==> src/logic/spi_ctrl_pkg.sv <==
// Constants, types and functions shared by the serial port control logic
// What this block does
// - Frame sync pulse precedes first bit clock, or meets it when sync-edge bit set
// - Enhanced bit selects two-word transmit buffer
// - Enhanced bit writable only while port off
// - Port runs only while enable bit set
// - Stop-in-idle halts port during idle mode
// - Output-disable releases serial data output pin
// - Audio widths: 24/32/16 data, channel 32/16
// - Plain mode: upper bit 32-bit, both zero 8-bit
// - Master samples at end or middle
// - Slave always samples at middle
// - Clock-edge bit picks data change edge outside framed mode
// - Slave-select pin used only when enabled
// - Audio mode forces idle-high clock
package spi_ctrl_pkg;
  localparam int ADDR_W = 4;
  localparam logic [ADDR_W-1:0] OFS_CTRL = 4'h0;
  localparam logic [ADDR_W-1:0] OFS_DATA = 4'h4;
  localparam logic [ADDR_W-1:0] OFS_STAT = 4'h8;
  localparam logic [ADDR_W-1:0] OFS_BAUD = 4'hC;
  localparam int B_FSE = 17;
  localparam int B_ENH = 16;
  localparam int B_ON = 15;
  localparam int B_HALT = 13;
  localparam int B_DOD = 12;
  localparam int B_WU = 11;
  localparam int B_WL = 10;
  localparam int B_PHASE = 9;
  localparam int B_CKE = 8;
  localparam int B_SEL_EN = 7;
  localparam int B_CPOL = 6;
  localparam int B_MST = 5;
  localparam int B_FRM = 4;
  localparam int B_AUD = 3;
  localparam logic [31:0] CTRL_RST = 32'h0000_0000;
  localparam logic [31:0] CTRL_WMASK = 32'h0003_BFF8;
  localparam logic [15:0] BAUD_RST = 16'h0004;
  localparam int S_BUSY = 0;
  localparam int S_TXFULL = 1;
  localparam int S_RXFULL = 2;
  localparam int S_RXOVF = 3;
  localparam int S_CHAN = 4;
  localparam int S_TXCNT = 5;

  typedef enum logic [1:0] {
    ST_IDLE = 2'b00,
    ST_LEAD = 2'b01,
    ST_SHIFT = 2'b11
  } eng_state_t;

  // Bits per channel on the wire
  function automatic logic [5:0] chan_bits(input logic aud, input logic up, input logic lo);
    if (aud) begin
      chan_bits = up ? 6'h20 : 6'h10;
    end else if (up) begin
      chan_bits = 6'h20;
    end else begin
      chan_bits = lo ? 6'h10 : 6'h08;
    end
  endfunction

  // Payload bits inside a channel
  function automatic logic [5:0] data_bits(input logic aud, input logic up, input logic lo);
    if (aud && up && lo) begin
      data_bits = 6'h18;
    end else begin
      data_bits = chan_bits(aud, up, lo);
    end
  endfunction
endpackage

==> src/logic/spi_shift_engine.sv <==
// Serial shift engine for master and slave transfers
`timescale 1ns/1ps
module spi_shift_engine
  import spi_ctrl_pkg::*;
(
  input wire logic sys_clk_i, // System clock
  input wire logic nrst_i, // Sync reset, active low
  input wire logic on_i, // Port enabled
  input wire logic hold_i, // Freeze while idle-stopped
  input wire logic start_i, // Load word and begin
  input wire logic master_i, // Master mode
  input wire logic cpol_i, // Effective idle clock level
  input wire logic cke_i, // Effective clock edge select
  input wire logic phase_i, // Effective sample phase
  input wire logic framed_i, // Framed mode
  input wire logic fs_edge_i, // Frame sync edge select
  input wire logic [5:0] nbits_i, // Bits per channel
  input wire logic [31:0] tx_i, // Left-aligned word
  input wire logic half_tick_i, // Master half bit enable
  input wire logic sck_lvl_i, // Filtered clock pin level
  input wire logic sck_edge_i, // Filtered clock pin change
  input wire logic ss_act_i, // Slave selected
  input wire logic sdi_i, // Filtered data input
  output logic sck_o, // Master clock out
  output logic sdo_o, // Serial data out
  output logic fs_o, // Frame sync pulse
  output logic busy_o, // Transfer in progress
  output logic done_o, // Word complete pulse
  output logic [31:0] rx_o // Received bits, right-aligned
);
  typedef struct packed {
    eng_state_t st;
    logic sck;
    logic fs;
    logic first;
    logic done;
    logic [5:0] cnt;
    logic [31:0] sh;
    logic [31:0] rx;
  } eng_t;

  eng_t r;
  eng_t nxt;
  logic ev;
  logic lead;
  logic trail;
  logic chg;
  logic smpl;

  always_comb begin
    nxt = r;
    nxt.done = 1'b0;
    ev = !hold_i && (master_i ? (half_tick_i && r.st != ST_IDLE) : sck_edge_i);
    lead = ev && (master_i ? (r.sck == cpol_i) : (sck_lvl_i != cpol_i));
    trail = ev && !lead;
    chg = cke_i ? trail : lead;
    smpl = phase_i ? chg : (ev && !chg);
    if (master_i && ev) begin
      nxt.sck = !r.sck;
    end
    case (r.st)
      ST_IDLE: begin
        nxt.sck = cpol_i;
        nxt.fs = 1'b0;
        if (start_i && !hold_i) begin
          nxt.sh = tx_i;
          nxt.cnt = 6'h00;
          nxt.first = 1'b1;
          if (master_i && framed_i && !fs_edge_i) begin
            nxt.st = ST_LEAD;
            nxt.fs = 1'b1;
          end else begin
            nxt.st = ST_SHIFT;
            nxt.fs = master_i && framed_i;
          end
        end
      end
      ST_LEAD: begin
        if (trail) begin
          nxt.st = ST_SHIFT;
          nxt.fs = 1'b0;
        end
      end
      ST_SHIFT: begin
        if (smpl) begin
          nxt.rx = {r.rx[30:0], sdi_i};
          nxt.cnt = 6'(r.cnt + 6'h01);
        end
        if (chg) begin
          if (!(r.first && !cke_i)) begin
            nxt.sh = {r.sh[30:0], 1'b0};
          end
          nxt.first = 1'b0;
        end
        if (trail) begin
          nxt.fs = 1'b0;
        end
        if (trail && nxt.cnt == nbits_i) begin
          nxt.st = ST_IDLE;
          nxt.done = 1'b1;
        end
        if (!master_i && !ss_act_i) begin
          nxt.st = ST_IDLE;
        end
      end
      default: begin
        nxt.st = ST_IDLE;
      end
    endcase
  end

  always_ff @(posedge sys_clk_i) begin
    if (!nrst_i || !on_i) begin
      r <= '0;
    end else begin
      r <= nxt;
    end
  end

  assign sck_o = r.sck;
  assign sdo_o = r.sh[31];
  assign fs_o = r.fs;
  assign busy_o = (r.st != ST_IDLE);
  assign done_o = r.done;
  assign rx_o = r.rx;
endmodule

==> src/logic/spi_control_config.sv <==
// Serial port with control register, Wishbone slave and pin control
//
// The Wishbone interface to the registers and the placing of the registers are this design's own decisions.
`timescale 1ns/1ps
module spi_control_config
  import spi_ctrl_pkg::*;
#(
  parameter int DIV_W = 16,
  parameter logic [15:0] BAUD_DEFAULT = BAUD_RST
)(
  input wire logic sys_clk_i, // System clock
  input wire logic nrst_i, // Sync reset, active low
  input wire logic wb_cyc_i, // Wishbone cycle
  input wire logic wb_stb_i, // Wishbone strobe
  input wire logic wb_we_i, // Wishbone write
  input wire logic [ADDR_W-1:0] wb_adr_i, // Byte address
  input wire logic [3:0] wb_sel_i, // Byte enables
  input wire logic [31:0] wb_dat_i, // Write data
  output logic [31:0] wb_dat_o, // Read data
  output logic wb_ack_o, // Acknowledge
  input wire logic idle_mode_i, // Device in idle mode
  input wire logic sck_i, // Clock pin in
  output logic sck_o, // Clock pin out
  output logic sck_oe_o, // Clock pin drive
  input wire logic sdi_i, // Data input pin
  output logic sdo_o, // Data output pin
  output logic sdo_oe_o, // Data output drive
  input wire logic ss_i, // Select pin in
  output logic ss_o, // Select/sync pin out
  output logic ss_oe_o // Select pin drive
);
  generate
    if (DIV_W < 2 || DIV_W > 16) begin : g_bad_div
      $error("DIV_W must be 2..16");
    end
  endgenerate

  typedef struct packed {
    logic [31:0] ctrl;
    logic [DIV_W-1:0] baud;
    logic [DIV_W-1:0] div;
    logic tick;
    logic [31:0] tx0;
    logic [31:0] tx1;
    logic [1:0] txcnt;
    logic [31:0] rxd;
    logic rxfull;
    logic rxovf;
    logic chan;
    logic ack;
    logic [31:0] rdat;
    logic [2:0] sck_s;
    logic [2:0] ss_s;
    logic [2:0] sdi_s;
    logic sck_f;
    logic ss_f;
    logic sdi_f;
    logic sck_edge;
  } top_t;

  top_t r;
  top_t nxt;

  logic on;
  logic mst;
  logic frm;
  logic aud;
  logic enh;
  logic hold;
  logic cpol_eff;
  logic cke_eff;
  logic phase_eff;
  logic ss_act;
  logic [5:0] nbits;
  logic [5:0] dbits;
  logic [1:0] cap;
  logic start;
  logic req;
  logic wr;
  logic rd;
  logic [31:0] txw;
  logic eng_sck;
  logic eng_sdo;
  logic eng_fs;
  logic eng_busy;
  logic eng_done;
  logic [31:0] eng_rx;
  logic [1:0] cnt_after_pop;

  // Byte-lane merge of a write into an old value
  function automatic logic [31:0] merge(input logic [31:0] old_v, input logic [31:0] new_v,
                                        input logic [3:0] sel);
    logic [31:0] res;
    res = old_v;
    for (int i = 0; i < 4; i++) begin
      if (sel[i]) begin
        res[i*8 +: 8] = new_v[i*8 +: 8];
      end
    end
    return res;
  endfunction

  // Received channel to right-aligned payload
  function automatic logic [31:0] rx_payload(input logic [31:0] raw, input logic [5:0] cb,
                                             input logic [5:0] db);
    logic [31:0] val;
    logic [31:0] msk;
    val = raw >> (cb - db);
    msk = (db == 6'h20) ? 32'hFFFF_FFFF : ((32'h0000_0001 << db) - 32'h0000_0001);
    return val & msk;
  endfunction

  // Effective configuration
  always_comb begin
    on = r.ctrl[B_ON];
    mst = r.ctrl[B_MST];
    frm = r.ctrl[B_FRM];
    aud = r.ctrl[B_AUD];
    enh = r.ctrl[B_ENH];
    hold = r.ctrl[B_HALT] && idle_mode_i;
    cpol_eff = r.ctrl[B_CPOL] || aud;
    cke_eff = r.ctrl[B_CKE] && !frm;
    phase_eff = r.ctrl[B_PHASE] && mst;
    ss_act = r.ctrl[B_SEL_EN] ? !r.ss_f : 1'b1;
    nbits = chan_bits(aud, r.ctrl[B_WU], r.ctrl[B_WL]);
    dbits = data_bits(aud, r.ctrl[B_WU], r.ctrl[B_WL]);
    cap = enh ? 2'h2 : 2'h1;
    txw = r.tx0 << (6'h20 - dbits);
    start = on && !hold && !eng_busy && (r.txcnt != 2'h0) && (mst || ss_act);
    cnt_after_pop = start ? 2'(r.txcnt - 2'h1) : r.txcnt;
    req = wb_cyc_i && wb_stb_i && !r.ack;
    wr = req && wb_we_i;
    rd = req && !wb_we_i;
  end

  always_comb begin
    nxt = r;
    nxt.ack = req;
    // Pin synchronisers and agreement filters
    nxt.sck_s = {r.sck_s[1:0], sck_i};
    nxt.ss_s = {r.ss_s[1:0], ss_i};
    nxt.sdi_s = {r.sdi_s[1:0], sdi_i};
    if (r.sck_s[1] == r.sck_s[2]) begin
      nxt.sck_f = r.sck_s[1];
    end
    if (r.ss_s[1] == r.ss_s[2]) begin
      nxt.ss_f = r.ss_s[1];
    end
    if (r.sdi_s[1] == r.sdi_s[2]) begin
      nxt.sdi_f = r.sdi_s[1];
    end
    nxt.sck_edge = (nxt.sck_f != r.sck_f);
    // Master half-bit divider
    nxt.tick = 1'b0;
    if (!on || !eng_busy || hold) begin
      nxt.div = '0;
    end else if (r.div >= r.baud) begin
      nxt.div = '0;
      nxt.tick = 1'b1;
    end else begin
      nxt.div = DIV_W'(r.div + 1'b1);
    end
    // Transmit buffer pop
    if (start) begin
      nxt.tx0 = r.tx1;
      nxt.txcnt = cnt_after_pop;
    end
    // Word received
    if (eng_done) begin
      nxt.rxd = rx_payload(eng_rx, nbits, dbits);
      nxt.chan = aud ? !r.chan : 1'b0;
    end
    // Register reads
    if (rd) begin
      case (wb_adr_i)
        OFS_CTRL: nxt.rdat = r.ctrl;
        OFS_DATA: nxt.rdat = r.rxd;
        OFS_STAT: begin
          nxt.rdat = 32'h0000_0000;
          nxt.rdat[S_BUSY] = eng_busy;
          nxt.rdat[S_TXFULL] = (r.txcnt >= cap);
          nxt.rdat[S_RXFULL] = r.rxfull;
          nxt.rdat[S_RXOVF] = r.rxovf;
          nxt.rdat[S_CHAN] = r.chan;
          nxt.rdat[S_TXCNT +: 2] = r.txcnt;
        end
        OFS_BAUD: nxt.rdat = 32'(r.baud);
        default: nxt.rdat = 32'h0000_0000;
      endcase
    end
    // Receive flags, set wins over clear
    if (rd && wb_adr_i == OFS_DATA) begin
      nxt.rxfull = 1'b0;
    end
    if (wr && wb_adr_i == OFS_STAT && wb_sel_i[0] && wb_dat_i[S_RXOVF]) begin
      nxt.rxovf = 1'b0;
    end
    if (eng_done) begin
      if (r.rxfull && !(rd && wb_adr_i == OFS_DATA)) begin
        nxt.rxovf = 1'b1;
      end
      nxt.rxfull = 1'b1;
    end
    // Register writes
    if (wr) begin
      case (wb_adr_i)
        OFS_CTRL: begin
          nxt.ctrl = merge(r.ctrl, wb_dat_i, wb_sel_i) & CTRL_WMASK;
          if (on) begin
            nxt.ctrl[B_ENH] = r.ctrl[B_ENH];
          end
          if (!r.ctrl[B_MST]) begin
            nxt.ctrl[B_PHASE] = 1'b0;
          end
          if (!nxt.ctrl[B_ON]) begin
            nxt.txcnt = 2'h0;
            nxt.chan = 1'b0;
          end
        end
        OFS_DATA: begin
          if (on && cnt_after_pop < cap) begin
            if (cnt_after_pop == 2'h0) begin
              nxt.tx0 = merge(32'h0000_0000, wb_dat_i, wb_sel_i);
            end else begin
              nxt.tx1 = merge(32'h0000_0000, wb_dat_i, wb_sel_i);
            end
            nxt.txcnt = 2'(cnt_after_pop + 2'h1);
          end
        end
        OFS_BAUD: nxt.baud = DIV_W'(merge(32'(r.baud), wb_dat_i, wb_sel_i));
        default: nxt.baud = r.baud;
      endcase
    end
  end

  always_ff @(posedge sys_clk_i) begin
    if (!nrst_i) begin
      r <= '0;
      r.ctrl <= CTRL_RST;
      r.baud <= DIV_W'(BAUD_DEFAULT);
      // Select pin idles high; no false select after reset
      r.ss_s <= 3'h7;
      r.ss_f <= 1'b1;
    end else begin
      r <= nxt;
    end
  end

  spi_shift_engine u_eng (
    .sys_clk_i(sys_clk_i),
    .nrst_i(nrst_i),
    .on_i(on),
    .hold_i(hold),
    .start_i(start),
    .master_i(mst),
    .cpol_i(cpol_eff),
    .cke_i(cke_eff),
    .phase_i(phase_eff),
    .framed_i(frm),
    .fs_edge_i(r.ctrl[B_FSE]),
    .nbits_i(nbits),
    .tx_i(txw),
    .half_tick_i(r.tick),
    .sck_lvl_i(r.sck_f),
    .sck_edge_i(r.sck_edge),
    .ss_act_i(ss_act),
    .sdi_i(r.sdi_f),
    .sck_o(eng_sck),
    .sdo_o(eng_sdo),
    .fs_o(eng_fs),
    .busy_o(eng_busy),
    .done_o(eng_done),
    .rx_o(eng_rx)
  );

  // Pin drive
  always_comb begin
    sck_o = eng_sck;
    sck_oe_o = on && mst;
    sdo_o = eng_sdo;
    sdo_oe_o = on && !r.ctrl[B_DOD];
    ss_oe_o = on && mst;
    if (aud) begin
      ss_o = r.chan;
    end else if (frm) begin
      ss_o = eng_fs;
    end else begin
      ss_o = !eng_busy;
    end
  end

  assign wb_dat_o = r.rdat;
  assign wb_ack_o = r.ack;
endmodule

==> config.mk <==
export PLATFORM = sky130hd
export DESIGN_NAME = spi_control_config
export DESIGN_NICKNAME = d
export VERILOG_FILES = /design/src/logic/spi_ctrl_pkg.sv /design/src/logic/spi_shift_engine.sv /design/src/logic/spi_control_config.sv
export SDC_FILE = /design/constraint.sdc
export NUM_CORES = 1
export LEC_CHECK = 0
export BUFFER_PORTS_ARGS = -buffer_cell sky130_fd_sc_hd__buf_2
export CORE_UTILIZATION = 44
export CTS_CLUSTER_SIZE = 24
export DETAILED_ROUTE_END_ITERATION = 6
export GPL_TIMING_DRIVEN = 0
export RECOVER_POWER = 50
export SYNTH_ARGS = -nofsm -noshare
export SYNTH_HDL_FRONTEND = slang
export SYNTH_SLANG_ARGS = --single-unit
==> constraint.sdc <==
create_clock -name sys_clk_i -period 3.1 [get_ports sys_clk_i]
set_clock_uncertainty 0.05 [all_clocks]
set_input_delay 0.62 -clock sys_clk_i [delete_from_list [all_inputs] [get_ports sys_clk_i]]
set_output_delay 0.62 -clock sys_clk_i [all_outputs]
set_load 0.01 [all_outputs]
# After elaboration in Yosys (flattened, before gate mapping)
# Cells that the tools add are included.
[op_classes] n_shift=3 n_mux=65 add_sub_neg=7 n_eq_ne=21 reduce_logical=84 n_bitwise=5 magnitude_cmp=3
[op_table] operator="$mux W32" n=6
[op_table] operator="$mux W66" n=2
[op_table] operator="$pmux W32 S4" n=1
[op_table] operator="$pmux W38 S2" n=1
[op_table] operator="$mux W64" n=1
[op_table] operator="$mux W8" n=7
[op_table] operator="$mux W38" n=1
[op_table] operator="$mux W6" n=6
[op_table] operator="$logic_and A1 B1 Y1" n=33
[op_table] operator="$and A32 B32 Y32" n=1
[op_table] operator="$shl A1 B6 Y32 const A" n=1
[op_table] operator="$shl A32 B6 Y32" n=1
[op_table] operator="$shr A32 B6 Y32" n=1
[op_table] operator="$sub A32 B1 Y32 const B" n=1
[op_table] operator="$mux W1" n=24
[op_table] operator="$reduce_and A3 Y1" n=8
[op_table] operator="$mux W2" n=11
[op_table] operator="$logic_not A1 Y1" n=18
[op_table] operator="$add A16 B1 Y16 const B" n=1
[op_table] operator="$ge A16 B16 Y1" n=1
[op_table] operator="$reduce_and A4 Y1" n=3
[op_table] operator="$reduce_bool A2 Y1" n=6
[op_table] operator="$eq A4 B4 Y1 const B" n=2
[op_table] operator="$ne A2 B1 Y1 const B" n=4
[op_table] operator="other kinds (29)" n=47
[totals] inputBits=49 register_bits=270 word_cells=222

# Depth between registers and ports, before layout
[logic_depth] word_depth=18 ltp_mapped=17 ltp_nobuf=14

# By module
# From an unflattened synthesis, not the netlist that was laid out.
[unflattened] cells_unflattened=1634 area_unflattened_um2=14109.8
[by_module_without_submodules] module="spi_control_config" n_inst=1 cells_per_inst=1152 seq_area_each_um2=3883.7 area_per_inst_um2=10078.4
[by_module_without_submodules] module="spi_shift_engine" n_inst=1 cells_per_inst=482 seq_area_each_um2=1521.5 area_per_inst_um2=4031.4

# Worst setup path after synthesis
# Ideal clock, no wire load.
[synth_timing] path_kind="reg-to-reg" startpoint="register r, in the netlist aud" endpoint="register u_eng.r[33] in the netlist's numbering" setup_ps=86 setup_slack_ps=-87 path_buffers=4 arrival_ps=3051 stages_incl_launch_ff=15 cell_sequence="dfxtp_1 buf_2 nand3_1 buf_2 nand2_2 buf_2 inv_2 ha_1 ha_1 nor2b_1 buf_1 nand2_1 nor2_1 a22oi_1 a211oi_1"
[synth_between] elab_chain_len=9 word_cells_on_any_way=18
[synth_lines] item="start, declared" line_no="spi_control_config.sv:61" text="top_t r;"
[synth_lines] item="start signal, assigned" line_no="spi_control_config.sv:245" text="r <= nxt;"
[synth_lines] item="branches (longest 9 deep; another with $sub A6 B6 Y6)"
[synth_lines] item="end signal, assigned" line_no="spi_shift_engine.sv:116" text="r <= nxt;"
[synth_lines] item="end, declared" line_no="spi_shift_engine.sv:42" text="eng_t r;"
# Several ways; the timed one is not identified. The select of a mux whose other input is x is not followed.
# A chain may end at the register's enable or synchronous reset.

# Final worst setup path
[layout_timing] startpoint="register u_eng.r[75] in the netlist's numbering" endpoint="register r[109] in the netlist's numbering"
[layout_between] elab_chain_len=9 word_cells_on_any_way=11
[layout_lines] item="$reduce_bool A2 Y1 (*)" line_no="spi_shift_engine.sv:123" text="assign busy_o = (r.st != ST_IDLE);"
[layout_lines] item="$logic_not A1 Y1 (*)" line_no="spi_control_config.sv:129" text="start = on && !hold && !eng_busy && (r.txcnt != 2'h0) && (mst || ss_act);"
[layout_lines] item="$logic_and A1 B1 Y1 (*) (3 in a row)" line_no="spi_control_config.sv:129"
[layout_lines] item="$mux W2 (*)" line_no="spi_control_config.sv:130" text="cnt_after_pop = start ? 2'(r.txcnt - 2'h1) : r.txcnt;"
[layout_lines] item="$lt A2 B2 Y1 / $logic_not A2 Y1 (equally long branches)" line_no="spi_control_config.sv:221, spi_control_config.sv:222"
[layout_lines] item="$logic_and A1 B1 Y1 / $not A1 Y1 (equally long branches)"
[layout_lines] item="$reduce_and A4 Y1 (no source line) (*)"
# Every way passes the cells marked *; elsewhere a longest branch is shown, timed or not.

==> results.sh <==
export IMPL_syn_avg_cell_area_sq_um=8.23
export IMPL_die_h_um=175
export IMPL_area_delta_synth_final_pct=16.6
export IMPL_path_max_fanout=7
export IMPL_antenna_found_initial=0
export IMPL_synth_top_family_by_area="compound AO/OA/AOI/OAI gates"
export IMPL_cts_buffers=30
export IMPL_maxSlewHeadroom_pct=20.5
export IMPL_switchingPower_w=0.00160
export IMPL_peakVddDrop_v=0.000362
export IMPL_clkPwrFrac_pct=50.0
export IMPL_worstMarginPinSlew_ns=1.18
export IMPL_grt_pass1_vias=11500
export IMPL_port_buffers=83
export IMPL_pre_cts_ws_ns=-0.868
export IMPL_routedWlPerCell_um=18.4
export IMPL_syn_num_nets=1691
export IMPL_cts_root_buf="clkbuf_16"
export IMPL_cp_slowest_stage_delay_ns=0.48
export IMPL_cpLargestDelayFamily="simple AND/OR/NAND/NOR gates"
export IMPL_clock_latency_ns=0.56
export IMPL_status="finished, violations left"
export IMPL_grt_max_degree=15
export IMPL_failed_checks="design-rule violations"
export IMPL_drv_cap=0
export IMPL_clk_pin_slew_ns=0.06
export IMPL_leakagePower_nw=5.63
export IMPL_grt_util_all_layers_pct=25.6
export IMPL_grt_first_pass_wirelength_um=63000
export IMPL_synth_simple_gate_area_share_pct=19.3
export IMPL_gp_routability_congestion=0.903
export IMPL_powerDensity_nw_per_um2=478
export IMPL_fin_cells=2146
export IMPL_initial_core_util_pct=44.7
export IMPL_cp_data_required_time_ns=3.45
export IMPL_synthXorXnorAreaFrac_pct=1.93
export IMPL_startpoint_type="flop"
export IMPL_gr_usage_met3_pct=2.97
export IMPL_synthArstFlopShare_pct=0
export IMPL_arrival_ns=3.40
export IMPL_synthAdderAreaFrac_pct=3.21
export IMPL_p_int_w=0.00577
export IMPL_io_pins=88
export IMPL_vias=11800
export IMPL_p_comb_share_pct=2.8
export IMPL_seqPwrFrac_pct=47.2
export IMPL_crit_buf_inv=6
export IMPL_htree_levels=1
export IMPL_clockBufferDepth=3
export IMPL_core_sq_um=29600
export IMPL_slew_viol_final=0
export IMPL_antenna_left=0
export IMPL_synth_seq_cells=270
export IMPL_synth_edf_count=0
export IMPL_synthesis_instances=1608
export IMPL_wl_um=39600
export IMPL_finalSetupTns_ns=0
export IMPL_cp_common_cell="buf_6"
export IMPL_syn_area_sq_um=13200
export IMPL_synth_cell_types=73
export IMPL_finalHoldViolations=0
export IMPL_hpwl_um=29300
export IMPL_cts_tree="built"
export IMPL_fin_ws_ns=0.0497
export IMPL_synth_warning_count=0
export IMPL_drc=5
export IMPL_vias_per_cell=5.51
export IMPL_synth_compound_area_share_pct=19.8
export IMPL_nets=1818
export IMPL_grt_ovfl_total=0
export IMPL_cts_sinks=270
export IMPL_antenna_cells=0
export IMPL_die_area_sq_um=30800
export IMPL_setup_viol_count_final=0
export IMPL_crit_path_cell_trace="inv_2, ha_2, buf_6, and3b_2, and3_4, buf_6, o21ai_4, inv_1, ha_4, o31ai_2, nand3b_1, buf_6, or3_4, clkbuf_16, nand2_1, a21oi_1"
export IMPL_drt_pass1_iterations=7
export IMPL_slowest_stage="or3_4"
export IMPL_synth_ff_type="dfxtp_1"
export IMPL_max_freq_ghz=0.328
export IMPL_synth_mux_area_share_pct=8.10
export IMPL_p_sw_share_pct=21.7
export IMPL_hold_class="in2reg"
export IMPL_criticalPathCategory="reg2reg"
export IMPL_grt_use_met1_pct=33.6
export IMPL_drive_above_1_share_pct=13.8
export IMPL_die_w_um=175
export IMPL_ys_seq_area_share_pct=40.8
export IMPL_ctsHoldBuffers=0
export IMPL_met2_usage_pct=43.8
export IMPL_drtIter0Drc=800
export IMPL_whs_ns=0.202
export IMPL_row_count=63
export IMPL_end_kind="flop"
export IMPL_busiest_layer="met2"
export IMPL_dp_cells=2081
export IMPL_fin_crit_ns=3.05
export IMPL_fin_crit_sh_pct=98.4
## state kept, by name, summed over array words and instances, names as in the netlist, 6 cells and up
register    flops
nxt             6
r             150
u_eng.r        40
u_eng.rx_o     32
wb_dat_o       32
## through the flow
stage	cell area (sq um)	utilization, %	total power, W
final	15400	52.1	0.00737
after CTS	15300	51.6	0.00744
after floorplan	13200	-	0.00365
after detailed placement	14100	47.7	0.00376
after global routing	15400	52.1	0.00758
after global placement	14100	47.7	0.00376
## layer usage
| layer | vias up | routed length [um] |
|---|---|---|
| met1 | 5569 | 17700 |
| met3 | 78 | 1840 |
| met4 | 0 | 1250 |
| li1 | 5864 | - |
| met2 | 318 | 18800 |
| met5 | - | 0 |
## cell usage after synthesis, drive strengths merged (3+ instances only)
library cell | number | area (sq um)
nor2b | 9 | 66.3
dfxtp | 270 | 5410
a21oi | 210 | 1060
or3 | 3 | 18.8
a211o | 8 | 70.1
inv | 44 | 165
nand3 | 98 | 490
nand2b | 17 | 114
nand2 | 234 | 881
a21o | 10 | 76.3
mux2 | 17 | 195
clkbuf | 85 | 319
and2 | 13 | 81.3
a31oi | 3 | 18.8
nor2 | 160 | 616
nand3b | 5 | 62.6
a32oi | 15 | 131
xnor2 | 14 | 141
nand4 | 6 | 37.5
a22oi | 46 | 345
mux2i | 76 | 761
mux4 | 5 | 116
buf | 67 | 417
nor3 | 14 | 91.3
xor2 | 5 | 43.8
o22ai | 8 | 50.1
and3 | 7 | 48.8
a22o | 4 | 35.0
a2bb2oi | 3 | 32.5
a211oi | 66 | 495
ha | 34 | 425
o21ai | 25 | 125
o211ai | 3 | 22.5
## repair_timing
item                                    in CTS  in global routing
gates resized for setup                     36                 25
cloned                                       0                  2
hold endpoints to repair                     0                  0
buffers inserted                             4                  9
endpoints found under the setup margin     120                112
pin swaps                                    5                  8
## worst register-to-register path: cells and delay by family (launching register included)
kind	cells	cell delay (ns)
adder cells (fa/ha/maj)	2	0.40
flip-flops	1	0.35
AO/OA/AOI/OAI	3	0.29
buffers and inverters	6	0.73
AND/OR/NAND/NOR	5	1.08
## kinds of logic after synthesis
group                    Yosys count
buffers and inverters            196
flip-flops                       270
XOR/XNOR                          22
AO/OA/AOI/OAI                    416
adder cells (fa/ha/maj)           34
multiplexers                      98
AND/OR/NAND/NOR                  572
## final cells by class
class	instances	area, sq um
Buffer	149	797
Clock buffer	42	897
Clock inverter	11	130
Fill cell	2888	14200
Inverter	44	168
Multi-Input combinational cell	1142	7020
Sequential cell	270	5410
Tap cell	390	488
Timing Repair Buffer	98	520
## power groups by stage
| stage | Sequential, W | Clock, W | Combinational [W] |
|---|---|---|---|
| floorplan | 0.00356 | 0 | 0.0000993 |
| global placement | 0.00356 | 0 | 0.000201 |
| detailed placement | 0.00356 | 0 | 0.000202 |
| CTS | 0.00348 | 0.00375 | 0.000204 |
| global route | 0.00348 | 0.00388 | 0.000220 |
| finish | 0.00348 | 0.00369 | 0.000206 |
## placed cells by master, fill, tap and decap left out, types with 5 or more instances in the layout
cell type,Yosys,layout
inv_1,43,41
nand2_1,233,230
ha_1,34,31
clkbuf_16,0,33
clkbuf_8,0,8
a211oi_1,66,66
buf_1,8,6
o22ai_1,8,8
nor2b_1,7,7
buf_6,1,8
a21oi_1,207,208
clkbuf_1,85,120
a211o_1,8,8
buf_4,34,49
clkinv_2,0,8
o21ai_0,25,24
a22oi_1,46,46
nand3_1,98,98
dfxtp_1,270,265
mux2_2,16,16
nand2b_1,16,16
and3_1,6,5
xnor2_1,13,13
nor3_1,11,10
and2_1,13,9
nor2_1,158,155
nand4_1,6,6
a32oi_1,15,15
a21o_1,9,9
mux2i_1,76,76
buf_2,24,59
xor2_1,5,5
## path summary, 6_finish.rpt
kind,startpoint,depth (start not counted),end,slack (ns)
max,u_eng.r[75],16,r[109],0.05
max reg2reg,u_eng.r[75],16,r[109],0.05
min,ss_i,2,nxt[8],0.20
min reg2reg,nxt[8],1,nxt[9],0.36
(Power assumes the default switching activity.)
